===== src/smx_pkg.sv =====
// shared constants, types and decode helpers of the switch matrix config bank
package smx_pkg;

	// geometry
	localparam int SMX_NSW = 6;
	localparam int SMX_DW = 13;
	localparam int SMX_AW = 8;
	localparam int SMX_CW = 4;

	// register offsets
	localparam logic [7:0] SMX_ADDR_CLUSTER = 8'h03;
	localparam logic [7:0] SMX_ADDR_WATCHDOG = 8'h04;
	localparam logic [7:0] SMX_ADDR_OVERRIDE = 8'h05;
	localparam logic [7:0] SMX_ADDR_GROUP_A = 8'h06;
	localparam logic [7:0] SMX_ADDR_GROUP_B = 8'h07;

	// field positions
	localparam int SMX_SEL_LSB = 0;
	localparam int SMX_SEL_MSB = 5;
	localparam int SMX_WD_EN_BIT = 12;

	// reset values
	localparam logic [5:0] SMX_CLUSTER_RST = 6'h01;
	localparam logic [5:0] SMX_FALLBACK_RST = 6'h00;
	localparam logic SMX_WD_EN_RST = 1'b0;
	localparam logic [5:0] SMX_OVERRIDE_RST = 6'h00;
	localparam logic [5:0] SMX_GROUP_A_RST = 6'h00;
	localparam logic [5:0] SMX_GROUP_B_RST = 6'h00;
	localparam logic [12:0] SMX_RDATA_RST = 13'h0000;
	localparam logic SMX_CLOSED_RST = 1'b1;
	localparam logic SMX_FAULT_N_RST = 1'b1;
	localparam logic SMX_PWM_RESET_RST = 1'b1;
	localparam logic SMX_RVALID_RST = 1'b0;

	// group codes carried by phase-shift and dimming-period group writes
	localparam logic [3:0] SMX_GRP_CODE_A = 4'h1;
	localparam logic [3:0] SMX_GRP_CODE_B = 4'h2;

	// watchdog trip state
	typedef enum logic [0:0] {
		SMX_WD_IDLE = 1'b0,
		SMX_WD_TRIPPED = 1'b1
	} smx_wd_state_t;

	// register access from the serial front end
	typedef struct packed {
		logic wr;
		logic rd;
		logic [7:0] addr;
		logic [12:0] wdata;
	} smx_reg_req_t;

	// group-addressed write strobes with their group code
	typedef struct packed {
		logic phase_wr;
		logic dim_wr;
		logic duty_a_wr;
		logic duty_b_wr;
		logic [3:0] code;
	} smx_grp_cmd_t;

	function automatic logic smx_code_match(input logic [3:0] code,
		input logic [3:0] target);
		return code == target;
	endfunction : smx_code_match

	function automatic logic smx_addr_hit(input smx_reg_req_t req,
		input logic [7:0] target);
		return req.addr == target;
	endfunction : smx_addr_hit

endpackage : smx_pkg


===== src/smx_switch_lane.sv =====
// one switch lane: final switch state, fault gating and group hits
`timescale 1ns/1ns
module smx_switch_lane
(
	// clock and reset
	input wire logic clk_sys,
	input wire logic reset_n,
	// control
	input wire logic switching_enable,
	input wire logic wd_active,
	input wire logic fallback_closed,
	input wire logic force_closed,
	input wire logic pwm_open,
	// group membership
	input wire logic member_a,
	input wire logic member_b,
	input wire smx_pkg::smx_grp_cmd_t grp,
	// results
	output logic switch_closed,
	output logic fault_eval_en,
	output logic phase_hit,
	output logic dim_hit,
	output logic duty_hit
);

	logic closed_q;
	logic closed_d;
	logic code_a;
	logic code_b;
	logic in_group;

	assign code_a = smx_pkg::smx_code_match(grp.code, smx_pkg::SMX_GRP_CODE_A);
	assign code_b = smx_pkg::smx_code_match(grp.code, smx_pkg::SMX_GRP_CODE_B);
	assign in_group = (member_a & code_a) | (member_b & code_b);

	assign phase_hit = grp.phase_wr & in_group;
	assign dim_hit = grp.dim_wr & in_group;
	assign duty_hit = (grp.duty_a_wr & member_a)
		| (grp.duty_b_wr & member_b);

	// disabled switching beats everything, fallback beats override
	assign closed_d = !switching_enable ? 1'b1
		: wd_active ? fallback_closed
		: force_closed ? 1'b1
		: !pwm_open;

	always_ff @(posedge clk_sys or negedge reset_n)
	begin
		if (!reset_n)
			closed_q <= smx_pkg::SMX_CLOSED_RST;
		else
			closed_q <= closed_d;
	end

	assign switch_closed = closed_q;
	// faults only make sense across an open switch
	assign fault_eval_en = !closed_q;

endmodule : smx_switch_lane


===== src/smx_config_regs.sv =====
// configuration bank of the six-switch bypass matrix: id, watchdog, groups
`timescale 1ns/1ns
// Summary of operation
// - six-bit cluster id resets to 1; cluster-call accepted only on id match
// - watchdog enabled plus uart timeout drives the low-active fault flag
// - on enabled timeout each switch takes its fallback bit, 1 closed
// - watchdog disabled: timeouts change no switch and raise no fault
// - set override bit holds its switch closed whatever duty or dimming says
// - led faults are evaluated only while the switch is open
// - group a members answer group-a duty and group code 0001 writes
// - group b members answer group-b duty and group code 0010 writes
// - switching disabled closes all switches and resets pwm counters
module smx_config_regs
(
	// clock and reset
	input wire logic clk_sys,
	input wire logic reset_n,
	// register access from the serial front end
	input wire smx_pkg::smx_reg_req_t reg_req,
	output logic [12:0] reg_rdata,
	output logic reg_rvalid,
	// cluster-call qualification
	input wire logic cc_valid,
	input wire logic [5:0] cc_id,
	output logic cc_accept,
	// watchdog
	input wire logic uart_timeout,
	input wire logic timeout_clear,
	output logic wd_active,
	output logic fault_flag_n,
	// switching
	input wire logic switching_enable,
	input wire logic [5:0] pwm_open,
	output logic [5:0] switch_closed,
	output logic [5:0] fault_eval_en,
	output logic pwm_counter_reset,
	// group-addressed writes
	input wire smx_pkg::smx_grp_cmd_t grp_cmd,
	output logic [5:0] phase_hit,
	output logic [5:0] dim_hit,
	output logic [5:0] duty_hit
);

	// stored fields
	logic [5:0] cluster_id_q;
	logic [5:0] cluster_id_d;
	logic wd_enable_q;
	logic wd_enable_d;
	logic [5:0] fallback_q;
	logic [5:0] fallback_d;
	logic [5:0] force_closed_q;
	logic [5:0] force_closed_d;
	logic [5:0] group_a_q;
	logic [5:0] group_a_d;
	logic [5:0] group_b_q;
	logic [5:0] group_b_d;

	// read path
	logic [12:0] rdata_q;
	logic [12:0] rdata_d;
	logic rvalid_q;
	logic [12:0] rd_cluster;
	logic [12:0] rd_watchdog;
	logic [12:0] rd_override;
	logic [12:0] rd_group_a;
	logic [12:0] rd_group_b;

	// watchdog and fault flag
	smx_pkg::smx_wd_state_t wd_state_q;
	smx_pkg::smx_wd_state_t wd_state_d;
	logic fault_n_q;
	logic fault_n_d;
	logic pwm_reset_q;

	// address decode
	logic hit_cluster;
	logic hit_watchdog;
	logic hit_override;
	logic hit_group_a;
	logic hit_group_b;
	logic wr_cluster;
	logic wr_watchdog;
	logic wr_override;
	logic wr_group_a;
	logic wr_group_b;
	logic wd_trip;

	assign hit_cluster = smx_pkg::smx_addr_hit(reg_req,
		smx_pkg::SMX_ADDR_CLUSTER);
	assign hit_watchdog = smx_pkg::smx_addr_hit(reg_req,
		smx_pkg::SMX_ADDR_WATCHDOG);
	assign hit_override = smx_pkg::smx_addr_hit(reg_req,
		smx_pkg::SMX_ADDR_OVERRIDE);
	assign hit_group_a = smx_pkg::smx_addr_hit(reg_req,
		smx_pkg::SMX_ADDR_GROUP_A);
	assign hit_group_b = smx_pkg::smx_addr_hit(reg_req,
		smx_pkg::SMX_ADDR_GROUP_B);

	assign wr_cluster = reg_req.wr & hit_cluster;
	assign wr_watchdog = reg_req.wr & hit_watchdog;
	assign wr_override = reg_req.wr & hit_override;
	assign wr_group_a = reg_req.wr & hit_group_a;
	assign wr_group_b = reg_req.wr & hit_group_b;

	// the six-bit select field of a write word; upper bits are dropped
	function automatic logic [5:0] sel_field(input logic [12:0] w);
		return w[smx_pkg::SMX_SEL_MSB:smx_pkg::SMX_SEL_LSB];
	endfunction : sel_field

	// register word from its fields; other bits read as zero
	function automatic logic [12:0] read_word(input logic en,
		input logic [5:0] sel);
		logic [12:0] w;
		w = smx_pkg::SMX_RDATA_RST;
		w[smx_pkg::SMX_WD_EN_BIT] = en;
		w[smx_pkg::SMX_SEL_MSB:smx_pkg::SMX_SEL_LSB] = sel;
		return w;
	endfunction : read_word

	// next values of the stored fields
	assign cluster_id_d = wr_cluster
		? sel_field(reg_req.wdata)
		: cluster_id_q;
	assign wd_enable_d = wr_watchdog
		? reg_req.wdata[smx_pkg::SMX_WD_EN_BIT]
		: wd_enable_q;
	assign fallback_d = wr_watchdog
		? sel_field(reg_req.wdata)
		: fallback_q;
	assign force_closed_d = wr_override
		? sel_field(reg_req.wdata)
		: force_closed_q;
	assign group_a_d = wr_group_a
		? sel_field(reg_req.wdata)
		: group_a_q;
	assign group_b_d = wr_group_b
		? sel_field(reg_req.wdata)
		: group_b_q;

	always_ff @(posedge clk_sys or negedge reset_n)
	begin
		if (!reset_n)
			cluster_id_q <= smx_pkg::SMX_CLUSTER_RST;
		else
			cluster_id_q <= cluster_id_d;
	end

	// enable and fallback share one register word
	always_ff @(posedge clk_sys or negedge reset_n)
	begin
		if (!reset_n)
		begin
			wd_enable_q <= smx_pkg::SMX_WD_EN_RST;
			fallback_q <= smx_pkg::SMX_FALLBACK_RST;
		end
		else
		begin
			wd_enable_q <= wd_enable_d;
			fallback_q <= fallback_d;
		end
	end

	always_ff @(posedge clk_sys or negedge reset_n)
	begin
		if (!reset_n)
			force_closed_q <= smx_pkg::SMX_OVERRIDE_RST;
		else
			force_closed_q <= force_closed_d;
	end

	always_ff @(posedge clk_sys or negedge reset_n)
	begin
		if (!reset_n)
			group_a_q <= smx_pkg::SMX_GROUP_A_RST;
		else
			group_a_q <= group_a_d;
	end

	always_ff @(posedge clk_sys or negedge reset_n)
	begin
		if (!reset_n)
			group_b_q <= smx_pkg::SMX_GROUP_B_RST;
		else
			group_b_q <= group_b_d;
	end

	// read words of the five mapped offsets
	assign rd_cluster = read_word(1'b0, cluster_id_q);
	assign rd_watchdog = read_word(wd_enable_q, fallback_q);
	assign rd_override = read_word(1'b0, force_closed_q);
	assign rd_group_a = read_word(1'b0, group_a_q);
	assign rd_group_b = read_word(1'b0, group_b_q);

	// unmapped offsets read as zero
	assign rdata_d = hit_cluster ? rd_cluster
		: hit_watchdog ? rd_watchdog
		: hit_override ? rd_override
		: hit_group_a ? rd_group_a
		: hit_group_b ? rd_group_b
		: smx_pkg::SMX_RDATA_RST;

	// read data holds until the next read
	always_ff @(posedge clk_sys or negedge reset_n)
	begin
		if (!reset_n)
		begin
			rdata_q <= smx_pkg::SMX_RDATA_RST;
			rvalid_q <= smx_pkg::SMX_RVALID_RST;
		end
		else
		begin
			rvalid_q <= reg_req.rd;
			if (reg_req.rd)
				rdata_q <= rdata_d;
		end
	end

	assign reg_rdata = rdata_q;
	assign reg_rvalid = rvalid_q;

	// cluster call qualified against the stored id
	assign cc_accept = cc_valid & (cc_id == cluster_id_q);

	// timeout only counts while the watchdog is enabled
	assign wd_trip = uart_timeout & wd_enable_q;

	// tripped state is sticky until cleared or the watchdog is disabled; a trip in
	// the clearing cycle wins so a late timeout is never lost
	always_comb
	begin
		case (wd_state_q)
			smx_pkg::SMX_WD_IDLE:
			begin
				if (wd_trip)
					wd_state_d = smx_pkg::SMX_WD_TRIPPED;
				else
					wd_state_d = smx_pkg::SMX_WD_IDLE;
			end
			smx_pkg::SMX_WD_TRIPPED:
			begin
				if (wd_trip)
					wd_state_d = smx_pkg::SMX_WD_TRIPPED;
				else if (timeout_clear || !wd_enable_q)
					wd_state_d = smx_pkg::SMX_WD_IDLE;
				else
					wd_state_d = smx_pkg::SMX_WD_TRIPPED;
			end
			default:
				wd_state_d = smx_pkg::SMX_WD_IDLE;
		endcase
	end

	// flag falls in the same cycle as the state goes tripped
	assign fault_n_d = (wd_state_d != smx_pkg::SMX_WD_TRIPPED);

	always_ff @(posedge clk_sys or negedge reset_n)
	begin
		if (!reset_n)
		begin
			wd_state_q <= smx_pkg::SMX_WD_IDLE;
			fault_n_q <= smx_pkg::SMX_FAULT_N_RST;
		end
		else
		begin
			wd_state_q <= wd_state_d;
			fault_n_q <= fault_n_d;
		end
	end

	// counters are held while switching is off and start from zero after
	always_ff @(posedge clk_sys or negedge reset_n)
	begin
		if (!reset_n)
			pwm_reset_q <= smx_pkg::SMX_PWM_RESET_RST;
		else
			pwm_reset_q <= !switching_enable;
	end

	assign wd_active = (wd_state_q == smx_pkg::SMX_WD_TRIPPED);
	assign fault_flag_n = fault_n_q;
	assign pwm_counter_reset = pwm_reset_q;

	// one lane per switch; bit n serves switch n+1
	genvar gi;
	generate
		for (gi = 0; gi < smx_pkg::SMX_NSW; gi++)
		begin : g_lane
			smx_switch_lane u_lane
			(
				.clk_sys(clk_sys),
				.reset_n(reset_n),
				.switching_enable(switching_enable),
				.wd_active(wd_active),
				.fallback_closed(fallback_q[gi]),
				.force_closed(force_closed_q[gi]),
				.pwm_open(pwm_open[gi]),
				.member_a(group_a_q[gi]),
				.member_b(group_b_q[gi]),
				.grp(grp_cmd),
				.switch_closed(switch_closed[gi]),
				.fault_eval_en(fault_eval_en[gi]),
				.phase_hit(phase_hit[gi]),
				.dim_hit(dim_hit[gi]),
				.duty_hit(duty_hit[gi])
			);
		end
	endgenerate

endmodule : smx_config_regs


===== config.mk =====
export PLATFORM = sky130hd
export DESIGN_NAME = smx_config_regs
export DESIGN_NICKNAME = d
export VERILOG_FILES = /design/src/smx_pkg.sv /design/src/smx_switch_lane.sv /design/src/smx_config_regs.sv
export SDC_FILE = /design/constraint.sdc
export NUM_CORES = 1
export LEC_CHECK = 0
export CORE_MARGIN = 2
export CORE_UTILIZATION = 55
export DETAILED_ROUTE_END_ITERATION = 8
export DONT_BUFFER_PORTS = 1
export PLACE_DENSITY = 0.69
export SYNTH_ARGS = -nofsm -noshare
export SYNTH_HDL_FRONTEND = slang
export SYNTH_HIERARCHICAL = 1
export SYNTH_SLANG_ARGS = --single-unit

===== constraint.sdc =====
create_clock -name clk_sys -period 1.2 [get_ports clk_sys]
set_input_delay 0.12 -clock clk_sys [delete_from_list [all_inputs] [get_ports clk_sys]]
set_output_delay 0.12 -clock clk_sys [all_outputs]
set_load 0.01 [all_outputs]

==> out/metrics.yaml, run 1 <==
outcome:
  status: "complete, but fails checks"
  violations: "hold timing, setup timing"
pwr:
  vdd_drop_max_mv: 0.5827
  power_density_nw_per_um2: 935.4
  leakage_nw: 1.709
worst_setup_path:
  start_kind: "flop"
  critPathMaxFanout: 2
  critical_path_class: "reg2out"
  cpPeakStageDelay_ns: 0.55
  end_kind: "output port"
  crit_required_ns: 1.08
  crit_arrival_ns: 1.37
  cp_slowest_cell: "dfstp_2"
  crit_path_cell_trace: "xnor2_1 > nand4_1 > nor4_2 > buf_4"
  path_buf_inv: 1
  r2r_slack_ns: 0.06
  crit_family: "flip-flops"
place:
  place_congestion: 0.7573
  port_buffers: 0
  place_area_sq_um: 3131
  hpwl_microns: 4590
finish:
  areaGrowthSynthToFinish_pct: 16.38
  final_common_cell: "dfrtp_1"
  nFillCells: 424
  multi_input_area_sq_um: 1748
  layout_common_cells: "32 x dfrtp_1, 31 x mux2_2, 23 x inv_1"
  nets: 313
  n_antenna_cell: 0
  final_area_sq_um: 3528
  layout-drive-gt1-share_pct: 43.02
  register_area_sq_um: 1221
sta:
  post-route-period-util_pct: 124.3
  final_hold_viol_count: 48
  rsz0062_at_grt: "yes"
  finalMaxSlewViolations: 0
  setup_ws_ns: -0.2916
  fin_crit_ns: 1.492
  setup_tns_ns: -2.460
  skew_ns: 0.002868
  fmax_mhz: 670.4
  finalSetupViolCount: 23
  hold_ws_ns: -0.4983
floorplan:
  num_rows: 27
  die_x_microns: 78.25
  core_sq_um: 5405
  dieArea_sq_um: 6122
  io_pins: 97
  start_util_pct: 56.09
  die_h_microns: 78.25
grt:
  grt_first_pass_wirelength_microns: 9915
  overflow: 0
  antenna_found_initial: 0
  first_global_vias: 1935
  grt_use_total_pct: 21.20
  grt_max_degree: 49
clock_tree:
  cts_sinks: 48
  clk_pin_slew_ns: 0.08
  cts_buffers: 5
  clockBufferDepth: 2
  cts_tree: "built"
  worst_skew_pair.late_latency_ns: 0.30
  h-tree-depth: 2
  postCtsHoldBufs: 11
  root_buffer: "clkbuf_8"
route:
  vias_per_cell: 5.671
  dr.pass1.iters: 4
  wl_per_cell_microns: 18.45
  wl_met2_microns: 3283
  drt_iter0_drc: 102
  antenna_left: 0
  num_vias: 1911
  wl_met1_microns: 2442
  drc: 0
  routed.top_layer: "met4"
  met3_length_microns: 408
  routed_wl_microns: 6216
job:
  timing.max_cap.violations: 0
synthesis:
  synth-edff-count: 0
  synthCells: 235
  ys_seq_area_share_pct: 39.99
  synth-seq-cells: 48
  avgSynthCellArea_sq_um: 12.90
  ys_types: 37
  synthArstFlopShare_pct: 100.0
  mappedNetlistArea_sq_um: 3032
  synth_ff_type: "dfrtp_1"
  ys_warn_count: 6
worst_hold_path:
  worstHoldPathType: "in2async"
## flip-flops by register name, summed over array words and instances, names as in the netlist
| signal | cells |
|---|---|
| wd_active | 1 |
| g_lane.u_lane/switch_closed | 6 |
| group_b_q | 6 |
| reg_rdata | 7 |
| group_a_q | 6 |
| fallback_q | 6 |
| wd_enable_q | 1 |
| pwm_counter_reset | 1 |
| fault_flag_n | 1 |
| cluster_id_q | 6 |
| force_closed_q | 6 |
| reg_rvalid | 1 |
## repair_timing
action	CTS	global route
resized for setup	9	15
setup buffers	10	2
hold endpoints to repair	91	48
pin swaps	15	9
endpoints found under the setup margin	20	39
## path summary, 6_finish.rpt
| kind | startpoint | depth (start not counted) | end |
|---|---|---|---|
| min | reset_n | 0 | reg_rvalid |
| min in group clk_sys | reg_req[15] | 2 | reg_rdata[0] |
| max in group asynchronous | reset_n | 0 | fault_flag_n |
| min reg2reg | force_closed_q[1] | 1 | force_closed_q[1] |
| max | cluster_id_q[0] | 4 | cc_accept |
| max reg2reg | group_a_q[5] | 5 | reg_rdata[5] |
## final cells by class
cell class,count,share of cell area [%]
Inverter,23,2.447
Multi-Input combinational cell,157,49.54
Sequential cell,48,34.61
Clock buffer,6,2.057
Clock inverter,2,0.9929
Timing Repair Buffer,29,7.801
Tap cell,72,2.553
## report_power, final
part           leakage (nW)  internal [mW]  switching, mW
combinational          1.03          0.218          0.173
sequential            0.620           1.70         0.0764
clock                0.0552          0.618          0.518
## routing by layer
layer | global-route usage, % | vias up
li1 | - | 909
met1 | 25.11 | 932
met2 | 37.50 | 64
met3 | 5.862 | 6
met4 | 6.316 | 0
met5 | 0 | -
## cell families after synthesis
group                     after synthesis  synth area share (%)
and+or+nand+nor                        59                 19.98
AOI/OAI and AO/OA                      49                 19.56
muxes                                  37                 13.50
buffers and inverters                  35                 5.117
xor gates and xnor gates                6                 1.734
DFF                                    48                 39.99
other                                   1                0.1237
## per-stage QoR
| step | setup slack, ns | std cells | utilization [%] | total power, mW | hold WS, ns |
|---|---|---|---|---|---|
| 3_5_place_dp | -0.3402 | 307 | 57.92 | 2.092 | -0.1747 |
| 4_1_cts | -0.3081 | 335 | 63.70 | 3.304 | -0.5065 |
| 3_3_place_gp | -0.3344 | 307 | 57.92 | 2.084 | -0.1744 |
| 2_1_floorplan | -0.2606 | 240 | - | 2.068 | -0.1756 |
| 6_report | -0.2916 | 337 | 65.28 | 3.300 | -0.4983 |
| 5_1_grt | -0.3905 | 337 | 65.28 | 3.452 | -0.5172 |
## synthesized netlist by cell type (6+ instances only)
| cell | instances | area, sq um |
|---|---|---|
| a2111oi_4 | 12 | 330.3 |
| a22o_1 | 6 | 52.55 |
| buf_4 | 6 | 45.04 |
| dfrtp_1 | 39 | 975.9 |
| dfstp_2 | 9 | 236.5 |
| inv_1 | 23 | 86.33 |
| mux2_2 | 31 | 349.1 |
| mux2i_1 | 6 | 60.06 |
| nand2_1 | 11 | 41.29 |
| nand3b_4 | 12 | 240.2 |
| nor2b_1 | 10 | 62.56 |
| nor3b_1 | 7 | 52.55 |
| o21ai_0 | 7 | 35.03 |
| o21ai_1 | 6 | 30.03 |
Note: power is estimated with default switching activity, not from simulation.
==> run 2, diff against run 1 <==
--- a/config.mk
+++ b/config.mk
@@ -5,12 +5,10 @@
 export SDC_FILE = /design/constraint.sdc
 export NUM_CORES = 1
 export LEC_CHECK = 0
-export CORE_MARGIN = 2
 export CORE_UTILIZATION = 55
 export DETAILED_ROUTE_END_ITERATION = 8
 export DONT_BUFFER_PORTS = 1
 export PLACE_DENSITY = 0.69
 export SYNTH_ARGS = -nofsm -noshare
 export SYNTH_HDL_FRONTEND = slang
-export SYNTH_HIERARCHICAL = 1
 export SYNTH_SLANG_ARGS = --single-unit
==> run 2 against run 1 <==
Effect of this change:
- the flow still finishes with violations (hold timing, setup timing)
- synthesized area decreased by 10%
- synthesized cell count rose by 5.5%
- setup slack lost 0.090 ns
- clock power down 15%
- critical path depth unchanged
- cell count decreased by 7.4%
- sequential power about the same
- hold slack better by 0.0040 ns
- clock-buffer cell count increased by 2
- clock skew grew 0.00057 ns
- critical path type is now in2reg
- largest power group unchanged
==> out/metrics.yaml, run 2 <==
clock_tree:
  cts_buffers: 5  # unchanged
  clk_pin_slew_ns: 0.08  # about the same
  root_buffer: "clkbuf_8"
  cts_tree: "built"
  cts_sinks: 48  # unchanged
  h-tree-depth: 2  # unchanged
  worst_skew_pair.late_latency_ns: 0.30  # about the same
  clockBufferDepth: 2  # unchanged
finish:
  largest_register_ffs: 7  # unchanged
  layout-drive-gt1-share_pct: 37.70  # -5.3 points
  layout_common_cells: "38 x dfrtp_1, 18 x mux2_4, 16 x inv_1"
  nets: 292  # -6.7%
  final_common_cell: "dfrtp_1"
  nFillCells: 370  # -13%
  areaGrowthSynthToFinish_pct: 9.397
  fin_cells: 312  # -7.4%
grt:
  grt_first_pass_wirelength_microns: 8528  # -14%
  grt_max_degree: 49  # unchanged
  antenna_found_initial: 0  # unchanged
  first_global_vias: 1703  # -12%
  grt_use_total_pct: 21.97  # +0.77 points
  overflow: 0  # unchanged
synthesis:
  synth_top_cell_by_area: "dfrtp_1"
  avgSynthCellArea_sq_um: 10.95  # -15%
  synth-seq-cells: 48  # unchanged
  synth_ff_type: "dfrtp_1"
  ys_seq_area_share_pct: 44.63  # +4.6 points
  synthTopCellsByArea: "dfrtp_1 36%, mux2_2 10%, buf_4 9.9%"
  ys_warn_count: 0  # -6
  synth_top_area_share_pct: 35.93  # +3.7 points
  synth_commonest_cells: "39 x dfrtp_1, 36 x buf_4, 25 x mux2_2, 16 x inv_1, 16 x nor2_1"
  synth-edff-count: 0  # unchanged
  mappedNetlistArea_sq_um: 2716  # -10%
  yosysMostFrequentCell: "dfrtp_1"
  ys_types: 35  # -5.4%
  synthCells: 248  # +5.5%
  synthArstFlopShare_pct: 100.0  # unchanged
sta:
  hold_ws_ns: -0.4944  # +0.003960 ns
  final_hold_viol_count: 48  # unchanged
  slew_headroom_pct: 58.42
  fin_crit_ns: 1.582  # +0.09010 ns
  finalMaxSlewViolations: 0  # unchanged
  post-route-period-util_pct: 131.8  # +7.5 points
  rsz0062_at_grt: "yes"
  skew_ns: 0.003441  # +0.0005739 ns
  setup_ws_ns: -0.3817  # -0.09010 ns
  fmax_mhz: 632.2  # -5.7%
  setup_tns_ns: -4.802  # -2.342 ns
  finalSetupViolCount: 17  # -26%
  tightest_slew_ns: 0.6224
floorplan:
  io_pins: 97  # unchanged
  die_x_microns: 72.28  # -7.6%
  start_util_pct: 57.51  # +1.4 points
  num_rows: 25  # -7.4%
  dieArea_sq_um: 5224  # -15%
  core_sq_um: 4723  # -13%
  die_h_microns: 72.28  # -7.6%
worst_setup_path:
  critical_path_class: "in2reg"
  critPathMaxFanout: 6  # +4
  crit_required_ns: 1.39  # +0.31 ns
  crit_family: "simple AND/OR/NAND/NOR gates"
  crit_arrival_ns: 1.77  # +0.40 ns
  cpMostUsedCell: "or3_4"
  cp_slowest_cell: "or4b_4"
  start_kind: "input pin"
  crit_path_cell_trace: "or3_4 > or3_4 > or4b_4 > mux2_4"
  path_buf_inv: 0  # -1
  cpPeakStageDelay_ns: 0.61  # +0.06 ns
  end_kind: "flop"
place:
  port_buffers: 0  # unchanged
  place_congestion: 0.7933  # +4.8%
  hpwl_microns: 3845  # -16%
  dp_cells: 288  # -6.2%
route:
  wl_per_cell_microns: 17.36  # -5.9%
  drt_iter0_drc: 108  # +5.9%
  routed_wl_microns: 5416  # -13%
  wl_met1_microns: 2394  # -2.0%
  dr.pass1.iters: 4  # unchanged
  met3_length_microns: 303  # -26%
  drc: 0  # unchanged
  wl_met2_microns: 2637  # -20%
  num_vias: 1747  # -8.6%
  antenna_left: 0  # unchanged
  routed.top_layer: "met4"
  vias_per_cell: 5.599  # -1.3%
worst_hold_path:
  worstHoldPathType: "in2async"
outcome:
  violations: "hold timing, setup timing"
  status: "complete, but fails checks"
pwr:
  leakage_nw: 1.324  # -23%
  vdd_drop_max_mv: 0.5279  # -9.4%
  power_density_nw_per_um2: 1031  # +10%
  total_power_mw: 3.065  # -7.1%
job:
  timing.max_cap.violations: 0  # unchanged
[run 2: changes by cell type in the layout (fill, tap and decap cells not counted), moves of 6 or more]
cell / before / now
mux2_2: 31 / 13
mux2_4: 0 / 18
nor2_2: 0 / 13
a2111oi_4: 12 / 0
nand3b_4: 12 / 0
o22ai_1: 0 / 11
o21ai_1: 8 / 0
inv_1: 23 / 16
a22o_1: 0 / 6
a22o_4: 6 / 0
a22oi_2: 0 / 6
dfrtp_1: 32 / 38
dfrtp_2: 7 / 1
[run 2: power breakdown]
| group | leakage (nW) | total (mW) | internal [mW] | switching (mW) |
|---|---|---|---|---|
| logic | 0.649 | 0.324 | 0.179 | 0.145 |
| clock network | 0.0455 | 0.973 | 0.470 | 0.503 |
| registers | 0.630 | 1.77 | 1.70 | 0.0721 |
| total | 1.32 | 3.06 | 2.34 | 0.720 |
[run 2: cell type report]
class | count | area (sq um) | share of cell area, %
Multi-Input combinational cell | 145 | 1264 | 42.53
Sequential cell | 48 | 1214 | 40.84
Timing Repair Buffer | 27 | 257.7 | 8.674
Clock buffer | 8 | 90.09 | 3.032
Tap cell | 67 | 83.83 | 2.821
Inverter | 16 | 60.06 | 2.021
Antenna cell | 1 | 2.502 | 0.08421
[run 2: through the flow]
step                      cell area (sq um)  util, %  setup slack (ns)
after floorplan                        2771        -           -0.7210
after detailed placement               2618    55.42           -0.6781
final                                  2972    62.91           -0.3817
after CTS                              2875    60.87           -0.3546
after global placement                 2618    55.42           -0.6667
after global routing                   2969    62.86           -0.4037
[run 2: cell families after synthesis]
kind of cell	count (synthesis)	share of synthesized area, %
multiplexers	42	17.73
other	1	0.1381
AND/OR/NAND/NOR	53	11.65
XOR/XNOR	6	1.935
AO/OA/AOI/OAI	38	9.259
buffers and inverters	60	14.65
flip-flops	48	44.63
[run 2: metal layers]
metal  vias to the layer above  GRT usage, %
li1                        808             -
met4                         0         8.279
met3                         6         6.528
met1                       859         28.51
met5                         -             0
met2                        74         34.89
[run 2: final timing paths]
| kind | cells past startpoint | startpoint | to | slack, ns |
|---|---|---|---|---|
| worst max-delay path | 4 | reg_req[18] | group_a_q[5] | -0.38 |
| worst min-delay path | 0 | reset_n | cluster_id_q[3] | -0.49 |
| worst max register to register | 5 | group_a_q[5] | reg_rdata[5] | -0.02 |
| worst min register to register | 1 | force_closed_q[3] | force_closed_q[3] | 0.55 |
| max in group asynchronous | 0 | reset_n | fault_flag_n | 1.51 |
| min in group clk_sys | 3 | reg_req[13] | reg_rdata[12] | 0.02 |
[run 2: repair_timing]
item	CTS	global route
endpoints found under the hold margin	96	53
setup buffers	4	3
pin swaps	10	9
hold buffers	10	1
endpoints found under the setup margin	38	42
resized for setup	16	19
